==> src/cgp_clock_map.vh <==
`ifndef CGP_CLOCK_MAP_VH
`define CGP_CLOCK_MAP_VH

// ----------------------------------------------------------------
// Register byte offsets
// ----------------------------------------------------------------
`define CGP_OFF_SYSTEM_CTRL 8'h00
`define CGP_OFF_OSC_CTRL 8'h04
`define CGP_OFF_PLL_CTRL 8'h08
`define CGP_OFF_GATE_A 8'h0C
`define CGP_OFF_GATE_B 8'h10
`define CGP_OFF_WRITE_LOCK 8'h14

// ----------------------------------------------------------------
// Reset values and writable masks
// ----------------------------------------------------------------
`define CGP_RST_SYSTEM_CTRL 32'h0000_0000
`define CGP_RST_OSC_CTRL 32'h0800_0018
`define CGP_RST_PLL_CTRL 32'h0000_0000
`define CGP_RST_GATE 32'h0000_0000
`define CGP_RST_WRITE_LOCK 8'hC1
`define CGP_UNLOCK_KEY 8'hC1
`define CGP_MASK_GATE_A 32'h0007_E7FF
`define CGP_MASK_GATE_B 32'hF7FE_7C0F
`define CGP_MASK_SYSTEM_CTRL 32'h0000_1707
`define CGP_MASK_OSC_CTRL 32'hFFFF_031F
`define CGP_MASK_PLL_CTRL 32'h0000_0003

// ----------------------------------------------------------------
// Field positions
// ----------------------------------------------------------------
`define CGP_SYS_GEAR_LSB 0
`define CGP_SYS_PRESCALE_LSB 8
`define CGP_SYS_PERIPH_SRC_BIT 12
`define CGP_OSC_SOURCE_SEL_BIT 0
`define CGP_OSC_EXT_KIND_BIT 1
`define CGP_OSC_EXT_HIGH_EN_BIT 2
`define CGP_OSC_INT_HIGH_EN_BIT 3
`define CGP_OSC_EXT_LOW_EN_BIT 4
`define CGP_OSC_WU_SPEED_BIT 8
`define CGP_OSC_WU_SOURCE_BIT 9
`define CGP_OSC_WU_START_BIT 14
`define CGP_OSC_WU_ACTIVE_BIT 15
`define CGP_OSC_WU_COUNT_LSB 16
`define CGP_PLL_ENABLE_BIT 0
`define CGP_PLL_USE_BIT 1

`endif

==> src/cgp_clk_gate.v <==
`timescale 1ns/1ps
`default_nettype none

module cgp_clk_gate (
  input wire clk_in, // Clock to be gated
  input wire run, // High lets the clock through
  output wire clk_out // Gated clock
);

  reg run_lat;

  // Enable is taken on the falling edge, so it only moves while the clock is low
  // and no runt pulse leaves; a flop keeps the path free of an open latch
  always @(negedge clk_in) begin
    run_lat <= run;
  end

  assign clk_out = clk_in & run_lat;

endmodule // cgp_clk_gate

`default_nettype wire

==> src/cgp_clock_ctrl.v <==
// Function
// - Gate A bits stop timer and port clocks
// - Gate A bits 12 and 11 read zero
// - Gate B bits stop listed peripheral clocks
// - Gate B reserved bits read zero
// - Key 0xC1 unlocks writes to other registers
// - Key resets to 0xC1, upper bits zero
// - Gear gives fc divided 1,2,4,8,16
// - Prescaler divides source by 1 to 32
// - Reset: internal and low oscillators run, rest off
// - After reset all clocks equal internal oscillator
// - Source select picks internal or external oscillator
// - PLL-use bit picks oscillator or PLL clock
// - Prescaler source chosen by peripheral source bit
// - Warm-up timer holds off deep stop exit
// - Warm-up selects: source internal/external, speed high/low
// - Start bit begins count; flag high while counting
// - Gear codes 000,100,101,110,111 map to divisions
`timescale 1ns/1ps
`default_nettype none
`include "cgp_clock_map.vh"

module cgp_clock_ctrl #(
  parameter WARMUP_WIDTH = 16 // Width of the warm-up count
) (
  input wire pclk, // Bus and system clock
  input wire presetn, // Asynchronous reset, active low
  input wire ce, // Clock enable, freezes all state when low
  input wire psel, // APB select
  input wire penable, // APB access phase
  input wire pwrite, // APB write
  input wire [7:0] paddr, // APB byte address
  input wire [31:0] pwdata, // APB write data
  output wire pready, // APB ready
  output reg [31:0] prdata, // APB read data
  output wire pslverr, // APB error on unmapped address
  input wire wu_tick_int_high, // Internal high oscillator, asynchronous
  input wire wu_tick_ext_high, // External high oscillator, asynchronous
  input wire wu_tick_low, // Low-speed oscillator, asynchronous
  input wire deep_stop_exit, // One-cycle request to leave a deep stop
  output wire warmup_hold, // High while the wake-up is held off
  output wire oscillator_source_select, // 1 selects external high source
  output wire external_source_kind, // 1 crystal, 0 clock input
  output wire external_high_en, // External high oscillator runs
  output wire internal_high_en, // Internal high oscillator runs
  output wire external_low_en, // External low oscillator runs
  output wire pll_en, // PLL runs
  output wire pll_use_select, // 1 selects PLL as high-speed clock
  output reg sys_tick, // System clock strobe from the gear
  output reg prescale_tick, // Prescaler output strobe
  output wire [31:0] gated_clk_a, // Gated clocks for gate A units
  output wire [31:0] gated_clk_b // Gated clocks for gate B units
);

  // ----------------------------------------------------------------
  // Decode functions
  // ----------------------------------------------------------------

  // Reserved gear codes fall back to no division
  function [2:0] gear_shift;
    input [2:0] code;
    begin
      case (code)
        3'b100: gear_shift = 3'd1;
        3'b101: gear_shift = 3'd2;
        3'b110: gear_shift = 3'd3;
        3'b111: gear_shift = 3'd4;
        default: gear_shift = 3'd0;
      endcase
    end
  endfunction

  // Prescaler codes 0..5 divide by 1..32, reserved codes divide by 1
  function [2:0] prescale_shift;
    input [2:0] code;
    begin
      if (code <= 3'd5) begin
        prescale_shift = code;
      end else begin
        prescale_shift = 3'd0;
      end
    end
  endfunction

  // Low bits of a divider counter that must be zero for a strobe
  function [4:0] shift_mask;
    input [2:0] sh;
    begin
      shift_mask = 5'h1F >> (3'd5 - sh);
    end
  endfunction

  // ----------------------------------------------------------------
  // Register state
  // ----------------------------------------------------------------
  reg [31:0] system_ctrl_r;
  reg [31:0] osc_ctrl_r;
  reg [31:0] pll_ctrl_r;
  reg [31:0] peripheral_clock_gate_a_r;
  reg [31:0] peripheral_clock_gate_b_r;
  reg [7:0] clock_register_write_lock_r;
  reg warmup_active_r;
  reg [WARMUP_WIDTH-1:0] warmup_cnt_r;
  reg [4:0] gear_cnt_r;
  reg [4:0] pre_cnt_r;
  reg [2:0] sync1_r;
  reg [2:0] sync2_r;
  reg [2:0] sync3_r;

  wire access_done;
  wire wr_en;
  wire unlocked;
  wire addr_hit;
  wire [31:0] rd_value;

  // Zero wait states; stall the master while the block is frozen
  assign pready = ce;
  assign access_done = psel & penable & ce;
  assign wr_en = access_done & pwrite & ~pslverr;
  assign unlocked = (clock_register_write_lock_r == `CGP_UNLOCK_KEY);

  assign addr_hit = (paddr == `CGP_OFF_SYSTEM_CTRL) | (paddr == `CGP_OFF_OSC_CTRL) |
    (paddr == `CGP_OFF_PLL_CTRL) | (paddr == `CGP_OFF_GATE_A) |
    (paddr == `CGP_OFF_GATE_B) | (paddr == `CGP_OFF_WRITE_LOCK);
  assign pslverr = psel & penable & ~addr_hit;

  // ----------------------------------------------------------------
  // Register writes
  // ----------------------------------------------------------------

  // Locked writes are dropped silently; the key register is always open
  always @(posedge pclk or negedge presetn) begin
    if (!presetn) begin
      system_ctrl_r <= `CGP_RST_SYSTEM_CTRL;
      osc_ctrl_r <= `CGP_RST_OSC_CTRL;
      pll_ctrl_r <= `CGP_RST_PLL_CTRL;
      peripheral_clock_gate_a_r <= `CGP_RST_GATE;
      peripheral_clock_gate_b_r <= `CGP_RST_GATE;
      clock_register_write_lock_r <= `CGP_RST_WRITE_LOCK;
    end else if (wr_en) begin
      if (paddr == `CGP_OFF_WRITE_LOCK) begin
        clock_register_write_lock_r <= pwdata[7:0];
      end else if (unlocked) begin
        case (paddr)
          `CGP_OFF_SYSTEM_CTRL: begin
            system_ctrl_r <= pwdata & `CGP_MASK_SYSTEM_CTRL;
          end
          `CGP_OFF_OSC_CTRL: begin
            osc_ctrl_r <= pwdata & `CGP_MASK_OSC_CTRL;
          end
          `CGP_OFF_PLL_CTRL: begin
            pll_ctrl_r <= pwdata & `CGP_MASK_PLL_CTRL;
          end
          `CGP_OFF_GATE_A: begin
            peripheral_clock_gate_a_r <= pwdata & `CGP_MASK_GATE_A;
          end
          `CGP_OFF_GATE_B: begin
            peripheral_clock_gate_b_r <= pwdata & `CGP_MASK_GATE_B;
          end
          default: begin
            system_ctrl_r <= system_ctrl_r;
          end
        endcase
      end
    end
  end

  // ----------------------------------------------------------------
  // Read path
  // ----------------------------------------------------------------

  // Start bit always reads zero; the active flag shows the live timer
  assign rd_value =
    (paddr == `CGP_OFF_SYSTEM_CTRL) ? system_ctrl_r :
    (paddr == `CGP_OFF_OSC_CTRL) ? (osc_ctrl_r |
      ({31'd0, warmup_active_r} << `CGP_OSC_WU_ACTIVE_BIT)) :
    (paddr == `CGP_OFF_PLL_CTRL) ? pll_ctrl_r :
    (paddr == `CGP_OFF_GATE_A) ? peripheral_clock_gate_a_r :
    (paddr == `CGP_OFF_GATE_B) ? peripheral_clock_gate_b_r :
    (paddr == `CGP_OFF_WRITE_LOCK) ? {24'd0, clock_register_write_lock_r} : 32'd0;

  // Data is caught during setup so the access phase ends at once
  always @(posedge pclk or negedge presetn) begin
    if (!presetn) begin
      prdata <= 32'h0000_0000;
    end else if (ce && psel && !penable && !pwrite) begin
      prdata <= rd_value;
    end
  end

  // ----------------------------------------------------------------
  // Clock source selects
  // ----------------------------------------------------------------
  assign oscillator_source_select = osc_ctrl_r[`CGP_OSC_SOURCE_SEL_BIT];
  assign external_source_kind = osc_ctrl_r[`CGP_OSC_EXT_KIND_BIT];
  assign external_high_en = osc_ctrl_r[`CGP_OSC_EXT_HIGH_EN_BIT];
  assign internal_high_en = osc_ctrl_r[`CGP_OSC_INT_HIGH_EN_BIT];
  assign external_low_en = osc_ctrl_r[`CGP_OSC_EXT_LOW_EN_BIT];
  assign pll_en = pll_ctrl_r[`CGP_PLL_ENABLE_BIT];
  assign pll_use_select = pll_ctrl_r[`CGP_PLL_USE_BIT];

  // ----------------------------------------------------------------
  // Gear divider and prescaler
  // ----------------------------------------------------------------
  wire [2:0] gear_sh;
  wire [2:0] pre_sh;
  wire gear_hit;
  wire periph_src_tick;
  wire pre_hit;

  // pclk stands in for the high-speed clock; the gear makes strobes
  assign gear_sh = gear_shift(system_ctrl_r[`CGP_SYS_GEAR_LSB +: 3]);
  assign gear_hit = ((gear_cnt_r & shift_mask(gear_sh)) == 5'd0);
  assign periph_src_tick = system_ctrl_r[`CGP_SYS_PERIPH_SRC_BIT] ? 1'b1 : gear_hit;
  assign pre_sh = prescale_shift(system_ctrl_r[`CGP_SYS_PRESCALE_LSB +: 3]);
  assign pre_hit = periph_src_tick && ((pre_cnt_r & shift_mask(pre_sh)) == 5'd0);

  // Changing a division mid-count makes one period irregular, shorter or longer
  always @(posedge pclk or negedge presetn) begin
    if (!presetn) begin
      gear_cnt_r <= 5'd0;
      pre_cnt_r <= 5'd0;
      sys_tick <= 1'b0;
      prescale_tick <= 1'b0;
    end else if (ce) begin
      gear_cnt_r <= gear_cnt_r + 5'd1;
      if (periph_src_tick) begin
        pre_cnt_r <= pre_cnt_r + 5'd1;
      end
      sys_tick <= gear_hit;
      prescale_tick <= pre_hit;
    end
  end

  // ----------------------------------------------------------------
  // Warm-up timer
  // ----------------------------------------------------------------
  wire [2:0] wu_raw;
  wire [2:0] wu_rise;
  wire wu_high_rise;
  wire wu_tick;
  wire wu_start;
  wire [WARMUP_WIDTH-1:0] wu_limit;

  assign wu_raw = {wu_tick_low, wu_tick_ext_high, wu_tick_int_high};

  // Oscillator inputs pass two flops; edges are found after that
  always @(posedge pclk or negedge presetn) begin
    if (!presetn) begin
      sync1_r <= 3'b000;
      sync2_r <= 3'b000;
      sync3_r <= 3'b000;
    end else if (ce) begin
      sync1_r <= wu_raw;
      sync2_r <= sync1_r;
      sync3_r <= sync2_r;
    end
  end

  genvar gi;
  generate
    for (gi = 0; gi < 3; gi = gi + 1) begin : g_edge
      assign wu_rise[gi] = sync2_r[gi] & ~sync3_r[gi];
    end
  endgenerate

  assign wu_high_rise = osc_ctrl_r[`CGP_OSC_WU_SOURCE_BIT] ? wu_rise[1] : wu_rise[0];
  assign wu_tick = osc_ctrl_r[`CGP_OSC_WU_SPEED_BIT] ? wu_rise[2] : wu_high_rise;
  assign wu_start = deep_stop_exit | (wr_en && unlocked && (paddr == `CGP_OFF_OSC_CTRL) &&
    pwdata[`CGP_OSC_WU_START_BIT]);
  assign wu_limit = osc_ctrl_r[`CGP_OSC_WU_COUNT_LSB +: WARMUP_WIDTH];

  // A start during a count restarts it; count 0 ends at the first tick
  always @(posedge pclk or negedge presetn) begin
    if (!presetn) begin
      warmup_active_r <= 1'b0;
      warmup_cnt_r <= {WARMUP_WIDTH{1'b0}};
    end else if (ce) begin
      if (wu_start) begin
        warmup_active_r <= 1'b1;
        warmup_cnt_r <= {WARMUP_WIDTH{1'b0}};
      end else if (warmup_active_r && wu_tick) begin
        if (warmup_cnt_r >= wu_limit) begin
          warmup_active_r <= 1'b0;
        end else begin
          warmup_cnt_r <= warmup_cnt_r + {{(WARMUP_WIDTH-1){1'b0}}, 1'b1};
        end
      end
    end
  end

  // Wake-up stays held until the stabilisation count has run out
  assign warmup_hold = warmup_active_r;

  // ----------------------------------------------------------------
  // Peripheral clock gates
  // ----------------------------------------------------------------
  // A set bit stops the unit; reserved bits are stored as zero so never stop
  generate
    for (gi = 0; gi < 32; gi = gi + 1) begin : g_gate
      cgp_clk_gate u_gate_a (
        .clk_in(pclk),
        .run(~peripheral_clock_gate_a_r[gi]),
        .clk_out(gated_clk_a[gi])
      );
      cgp_clk_gate u_gate_b (
        .clk_in(pclk),
        .run(~peripheral_clock_gate_b_r[gi]),
        .clk_out(gated_clk_b[gi])
      );
    end
  endgenerate

endmodule // cgp_clock_ctrl

`default_nettype wire

==> config.mk <==
export PLATFORM = sky130hd
export DESIGN_NAME = cgp_clock_ctrl
export DESIGN_NICKNAME = d
export VERILOG_FILES = /design/src/cgp_clk_gate.v /design/src/cgp_clock_ctrl.v
export VERILOG_INCLUDE_DIRS = /design/src
export SDC_FILE = /design/constraint.sdc
export NUM_CORES = 1
export LEC_CHECK = 0
export ABC_AREA = 1
export BUFFER_PORTS_ARGS = -buffer_cell sky130_fd_sc_hd__buf_2
export CAP_MARGIN = 20
export CORE_MARGIN = 4
export CORE_UTILIZATION = 40
export DETAILED_ROUTE_END_ITERATION = 10
export GPL_TIMING_DRIVEN = 1
export PLACE_DENSITY = 0.69
export REMOVE_ABC_BUFFERS = 1
export SLEW_MARGIN = 20
export SYNTH_ARGS = -nofsm -noshare
export SYNTH_HDL_FRONTEND = slang
export SYNTH_HIERARCHICAL = 1
export SYNTH_SLANG_ARGS = --single-unit
==> constraint.sdc <==
create_clock -name pclk -period 1.9 [get_ports pclk]
set_input_delay 0.095 -clock pclk [delete_from_list [all_inputs] [get_ports pclk]]
set_output_delay 0.095 -clock pclk [all_outputs]
set_load 0.02 [all_outputs]
==> metrics.md, run 1 <==
| Metric | Value |
|---|---|
| Outcome | `finished, violations left` |
| Max incr delay on CP | `approximately 330 ps` |
| Mapped Area | `between 9000 and 10000 sq um` |
| Sequential power share | `0.253` |
| CP Capture Type | `primary output` |
| Critical-path top delay cell | `dfxtp_2` |
| Worst Path Buf+Inv | `2` |
| Die area | `approximately 27000 sq um` |
| Post-synth ARST share | `0.701` |
| Post-Route WL | `between 20000 and 30000 um` |
| Final net count | `1541` |
| Worst Hold Class | `in2reg` |
| DR pass1 iterations | `5` |
| Average instance area after synthesis | `roughly 8 sq um` |
| Final setup vio count | `between 100 and 150` |
| Hold Worst Slack | `around 47 ps` |
| Pin count of the biggest net entering global routing | `43` |
| Number of I/O port buffers | `about 160` |
| Post-synthesis sequential area ratio | `0.525` |
| Die Y | `around 160 um` |
| Switching Power | `6.87 mW` |
| Worst path cell trace | `nand2_2 > inv_2 > buf_6` |
| Site row count | `56` |
| Setup CP Type | `reg2out` |
| Dpl cell area | `~11000 sq um` |
| Comb pwr share | `0.052` |
| Clk slew on worst S/H paths | `approximately 60 ps` |
| CP required | `1800 ps` |
| Main flop type after synthesis | `dfrtp_1` |
| Yosys cell types | `44` |
| Iter 0 DRT Violations | `roughly 480` |
| CTS tree | `done` |
| MaxCap Viol Count | `0` |
| # fillers | `roughly 2100` |
| Post-route DRC violation count | `0` |
| Initial Utilization | `0.408` |
| Setup tns final | `-23800 ps` |
| RSZ-0062 raised after global routing | `yes` |
| Worst Clk Skew | `approximately 85 ps` |
| Initial antenna violation count | `0` |
| Total GRT Usage | `0.204` |
| Crit path arrival time | `between 2000 and 2500 ps` |
| Int Power | `12.6 mW` |
| Max Slew Vio Count | `0` |
| Clk_lat worst skew | `approximately 700 ps` |
| Layout cells sized above 1 | `0.309` |
| Violated checks | `negative setup slack` |
| Flops & latches, synth | `roughly 210` |
| Cell area after layout | `~14000 sq um` |
| Boundary Pins | `roughly 160` |
| Leakage | `7.08 nW` |
| Core area | `approximately 24000 sq um` |
| Die width | `about 160 um` |
| Global route total overflow | `0` |
| Placer's final routability congestion estimate | `0.875` |
| Crit-path max FO | `1` |
| P&R area growth vs syn | `42.0%` |
| Vias in the first global route | `9687` |
| First-pass GRT wire length | `roughly 44000 um` |
| Total power | `19.5 mW` |
| Total number of vias | `8478` |
| Worst setup SP type | `flip-flop` |
| Post-layout util | `0.579` |
| Hold Fails Final Rpt | `0` |
| DP Wirelength | `between 15000 and 20000 um` |
| Max VDD drop | `~0.0013 V` |
| Sw Share | `0.353` |
| Clock Power Share | `0.695` |
| Yosys warns | `6` |
| Worst Slack Setup Final | `-388 ps` |
| Wire length per cell | `approximately 15 um` |
| PwrDens | `1430 nW/um^2` |
| Mapped Cells | `between 1000 and 1500` |
| Via density | `~4.7` |
| Delay-heaviest family, CP | `flip-flops` |
| EDFF count, synth | `0` |
| Antenna Cells | `0` |
| Final ANT Viol Nets | `0` |
## cell type report
| type | instances | area (sq um) | share of cell area |
|---|---|---|---|
| Tap cell | 319 | 399 | 0.0293 |
| Inverter | 137 | 522 | 0.0383 |
| Multi-Input combinational cell | 684 | 3710 | 0.272 |
| Timing Repair Buffer | 194 | 1420 | 0.104 |
| Clock buffer | 116 | 1930 | 0.142 |
| Clock inverter | 142 | 564 | 0.0414 |
| Sequential cell | 214 | 5090 | 0.373 |
## kinds of logic after synthesis
kind of cell / after synthesis / synth area share
fa+ha+maj: 23 / 0.0300
buf+inv: 296 / 0.123
compound gates: 161 / 0.100
other cells: 1 / 0.000390
xor+xnor: 18 / 0.0164
simple gates: 457 / 0.205
flops: 214 / 0.525
## synth_stat cells (all sizes together) (2+ instances only)
| master | count | area, sq um |
|---|---|---|
| a221oi | 4 | 35.0 |
| clkbuf | 11 | 41.3 |
| dfstp | 6 | 158 |
| o21ai | 107 | 599 |
| nand3 | 63 | 363 |
| dfxtp | 64 | 1280 |
| xor2 | 12 | 105 |
| o22ai | 5 | 31.3 |
| nor3 | 9 | 45.0 |
| o211ai | 16 | 120 |
| dfrtp | 144 | 3600 |
| buf | 20 | 148 |
| nor2 | 51 | 256 |
| o221ai | 2 | 17.5 |
| xnor2 | 6 | 52.6 |
| clkinv | 2 | 7.51 |
| ha | 23 | 288 |
| a21oi | 19 | 95.1 |
| nand4 | 9 | 56.3 |
| nand2 | 323 | 1230 |
| o2111ai | 2 | 17.5 |
| inv | 263 | 987 |
## sequential cells by signal, summed over array words and instances, names as in the netlist, 8 cells and up
register,count
peripheral_clock_gate_b_r,23
g_gate.u_gate_a/run_lat,32
g_gate.u_gate_b/run_lat,32
peripheral_clock_gate_a_r,17
prdata,32
warmup_cnt_r,16
osc_ctrl_r,23
clock_register_write_lock_r,8
## power by group through the flow
stage | logic, mW | registers (mW) | clock network [mW]
after global routing | 1.15 | 4.94 | 14.6
after detailed placement | 0.862 | 4.97 | 3.84
after global placement | 0.845 | 4.96 | 3.84
after CTS | 0.955 | 4.90 | 13.6
after floorplan | 0.475 | 4.97 | 2.89
final | 1.01 | 4.92 | 13.5
## what timing repair did
action	4_1_cts	5_1_grt
endpoints found under the hold margin	239	0
hold buffers	43	0
setup buffers	2	4
resized for setup	159	120
endpoints found under the setup margin	144	150
gates cloned	1	1
pin swaps	5	37
## layer usage
metal  vias to the layer above  wire (um)  track usage
met5                         -          0            0
met4                         0       1340        0.158
met3                       101       2190       0.0858
met2                       289      12300        0.300
met1                      3916      10800        0.235
li1                       4172          -            -
## metrics by stage
stage / std cells / setup WS [ps]
after floorplan: 1162 / -290
after global placement: 1689 / -95.2
after detailed placement: 1689 / -149
after CTS: 1801 / -427
after global routing: 1806 / -440
final: 1806 / -388
## layout by cell type, fill, tap and decap left out, drive strengths merged, types with 2 or more instances in the layout
cell type	Yosys	routed
nand2	323	324
inv	263	267
buf	20	216
dfrtp	144	144
o21ai	107	107
dfxtp	64	64
nand3	63	63
clkbuf	11	52
nor2	51	51
dlygate4sd3	0	42
conb	1	24
ha	23	23
a21oi	19	19
o211ai	16	16
xor2	12	12
clkinv	2	10
nand4	9	9
nor3	9	9
xnor2	6	6
dfstp	6	6
o22ai	5	5
a221oi	4	4
o2111ai	2	2
o221ai	2	2
## worst paths after layout
check / start / to / slack [ps] / cells after the start
setup / recovery: g_gate[11].u_gate_a/run_lat / gated_clk_a[11] / -390 / 3
hold / removal: deep_stop_exit / warmup_cnt_r[12] / 50 / 7
setup reg to reg: osc_ctrl_r[27] / warmup_cnt_r[10] / -110 / 11
hold reg to reg: prdata[2] / prdata[2] / 480 / 2
max in group asynchronous: presetn / osc_ctrl_r[27] / 1540 / 3
min in group asynchronous: presetn / prdata[0] / 70 / 3
## worst register-to-register path, stage by stage (launching register included)
cell	delay, ps
dfstp_2	540
inv_2	50
ha_4	210
buf_4	130
a21oi_2	90
o21ai_1	90
a21oi_2	180
nand4_1	120
buf_6	180
buf_8	140
nand3_1	90
nand2_1	70
Note: power is estimated with default switching activity, not from simulation.
==> inputs of run 2 (changes only) <==
--- a/config.mk
+++ b/config.mk
@@ -15,6 +15,7 @@
 export GPL_TIMING_DRIVEN = 1
 export PLACE_DENSITY = 0.69
 export REMOVE_ABC_BUFFERS = 1
+export SETUP_SLACK_MARGIN = 0.2
 export SLEW_MARGIN = 20
 export SYNTH_ARGS = -nofsm -noshare
 export SYNTH_HDL_FRONTEND = slang
==> constraint.sdc (replaced) <==
create_clock -name pclk -period 2.1 [get_ports pclk]
set_input_delay 0.105 -clock pclk [delete_from_list [all_inputs] [get_ports pclk]]
set_output_delay 0.105 -clock pclk [all_outputs]
set_load 0.02 [all_outputs]
==> run 2 against run 1 <==
Effect of this change:
- the flow still finishes with violations (negative setup slack)
- cell count is 1.2% lower
- critical path depth unchanged
- core utilization decreased by 0.48 points
- global-route usage down 0.42 points
- via count is 0.59% higher
- power down 8.0%
- wire length up 2.8%
- largest power group unchanged
==> metrics.md, run 2 (same netlist as run 1, synthesis figures left out) <==
| Metric | Value |
|---|---|
| Setup tns final | `-16770 ps (+7030 ps)` |
| Final ANT Viol Nets | `0 (unchanged)` |
| Slew @ Worst Pin | `703 ps` |
| Hold Path Sink | `pll_ctrl_r[1]` |
| Max-slew headroom | `0.532` |
| CTS tree | `done` |
| Reg-to-reg endpoint | `warmup_cnt_r[10]` |
| Worst Clk Skew | `94.4 ps (+9.34 ps)` |
| Crit-path max FO | `1 (unchanged)` |
| CP required | `2000 ps (+200 ps)` |
| Worst Path Buf+Inv | `2 (unchanged)` |
| Final net count | `1520 (-1.4%)` |
| Critical-path top delay cell | `dfxtp_1` |
| Global route total overflow | `0 (unchanged)` |
| Worst Hold Class | `in2reg` |
| Wire length per cell | `15.4 um (+4.0%)` |
| Reg2reg start | `osc_ctrl_r[27]` |
| FF-to-FF path depth | `11 (unchanged)` |
| Violated checks | `negative setup slack` |
| Crit path arrival time | `2290 ps (+100 ps)` |
| Initial antenna violation count | `0 (unchanged)` |
| Total number of vias | `8528 (+0.59%)` |
| Via density | `4.78 (+1.8%)` |
| Hold Fails Final Rpt | `0 (unchanged)` |
| Biggest regs | `g_gate.u_gate_a/run_lat: 32 flops, g_gate.u_gate_b/run_lat: 32 flops, prdata: 32 flops` |
| Hold path startpoint | `paddr[3]` |
| Number of I/O port buffers | `157 (unchanged)` |
| Vias in the first global route | `9329 (-3.7%)` |
| Antenna Cells | `0 (unchanged)` |
| Post-route DRC violation count | `0 (unchanged)` |
| Pin count of the biggest net entering global routing | `71 (+65%)` |
| RSZ-0062 raised after global routing | `yes` |
| Worst setup SP type | `flip-flop` |
| P&R area growth vs syn | `40.8%` |
| Setup CP Type | `reg2out` |
| Die width | `163 um (unchanged)` |
| Reg2reg setup slack | `140 ps (+250 ps)` |
| Most frequent cells in the layout | `nand2_1, inv_1, dfrtp_1` |
| Final setup vio count | `128 (-11%)` |
| Leakage | `6.99 nW (-1.2%)` |
| Clk_lat worst skew | `710 ps (about the same)` |
| Layout cells sized above 1 | `0.297 (-0.0126)` |
| DR pass1 iterations | `5 (unchanged)` |
| Worst Slack Setup Final | `-299 ps (+88.8 ps)` |
| Clk slew on worst S/H paths | `60 ps (about the same)` |
| Max incr delay on CP | `300 ps (-30 ps)` |
| Outcome | `finished, violations left` |
| Die Y | `163 um (unchanged)` |
| Worst hold stages | `5 (-2)` |
| Max VDD drop | `0.00126 V (-1.3%)` |
| DP Wirelength | `16700 um (-1.5%)` |
| Leading cell type in the layout, fill and taps excluded | `nand2_1` |
| Max Slew Vio Count | `0 (unchanged)` |
| Total GRT Usage | `0.200 (-0.00422)` |
| Site row count | `56 (unchanged)` |
| Worst path cell trace | `nand2_1 > inv_1 > buf_6` |
| Total power | `17.9 mW (-8.0%)` |
| First-pass GRT wire length | `42600 um (-2.3%)` |
| CP Capture Type | `primary output` |
| Delay-heaviest family, CP | `flip-flops` |
| Initial Utilization | `0.408 (unchanged)` |
| MaxCap Viol Count | `0 (unchanged)` |
| Core area | `23500 sq um (unchanged)` |
| Boundary Pins | `158 (unchanged)` |
| Die area | `26600 sq um (unchanged)` |
| PwrDens | `1320 nW/um^2 (-7.2%)` |
| Iter 0 DRT Violations | `512 (+6.9%)` |
| Placer's final routability congestion estimate | `0.928 (+6.1%)` |
| Post-Route WL | `27400 um (+2.8%)` |
[run 2: cell types whose count changed in the layout (fill, tap and decap cells not counted), moves of 4 or more]
cell / change
nand3_2: -11
inv_1: +5
nand2_4: +4
clkinv_2: -6
inv_2: -5
buf_4: -19
nand3_1: +11
[run 2: power breakdown]
| group | total, mW | switching [mW] | internal [mW] |
|---|---|---|---|
| Sequential | 4.47 | 0.174 | 4.29 |
| Clock | 12.6 | 5.62 | 6.96 |
| Combinational | 0.865 | 0.503 | 0.362 |
[run 2: how the worst max path moves through the flow]
| stage | slack (ps) | startpoint | endpoint | cells past startpoint |
|---|---|---|---|---|
| global placement | 150 | system_ctrl_r[0] | pre_cnt_r[0] | 9 |
| CTS | -320 | g_gate[18].u_gate_b/run_lat | gated_clk_b[18] | 3 |
| finish | -300 | g_gate[3].u_gate_a/run_lat | gated_clk_a[3] | 3 |
| floorplan | -90 | osc_ctrl_r[27] | warmup_cnt_r[0] | 9 |
| detailed placement | 70 | system_ctrl_r[0] | pre_cnt_r[2] | 9 |
| global route | -350 | g_gate[0].u_gate_a/run_lat | gated_clk_a[0] | 3 |
[run 2: what timing repair did]
| item | 4_1_cts | 5_1_grt |
|---|---|---|
| cloned | 1 | 3 |
| hold endpoints to repair | 208 | 0 |
| resized for setup | 159 | 121 |
| hold buffers | 40 | 0 |
| pin swaps | 7 | 28 |
| buffers inserted | 2 | 6 |
| setup endpoints to repair | 150 | 159 |
[run 2: per-stage QoR]
| stage | hold slack [ps] | cell area (sq um) | utilization | setup WS, ps | std cells |
|---|---|---|---|---|---|
| floorplan | -191 | 9500 | - | -90.0 | 1162 |
| global placement | 172 | 10900 | 0.464 | 149 | 1667 |
| global route | 63.0 | 13500 | 0.574 | -349 | 1785 |
| finish | 35.1 | 13500 | 0.574 | -299 | 1785 |
| detailed placement | 173 | 10900 | 0.464 | 70.3 | 1667 |
| CTS | 9.98 | 13200 | 0.559 | -322 | 1776 |
[run 2: worst reg2reg max path: cells and delay by family, from the launching register on]
family / cells / cell delay, ps
buffers and inverters: 4 / 430
flip-flops: 1 / 530
adder cells (fa/ha/maj): 1 / 270
AND/OR/NAND/NOR: 6 / 630
[run 2: metal layers]
layer | vias to the layer above | part of all wire | track usage | wire [um]
met5 | - | 0 | 0 | 0
met4 | 0 | 0.048 | 0.144 | 1310
met3 | 103 | 0.082 | 0.0878 | 2250
met2 | 312 | 0.47 | 0.299 | 12900
met1 | 3981 | 0.40 | 0.228 | 11000
li1 | 4132 | - | - | -
[run 2: cell type report]
cell class / instances / area (sq um)
clock buffers: 122 / 2010
clock inverters: 138 / 561
fillers: 2105 / 10000
inverters: 137 / 522
multi-input cells: 685 / 3740
flip-flops and latches: 214 / 5090
well taps: 319 / 399
repair buffers: 170 / 1190
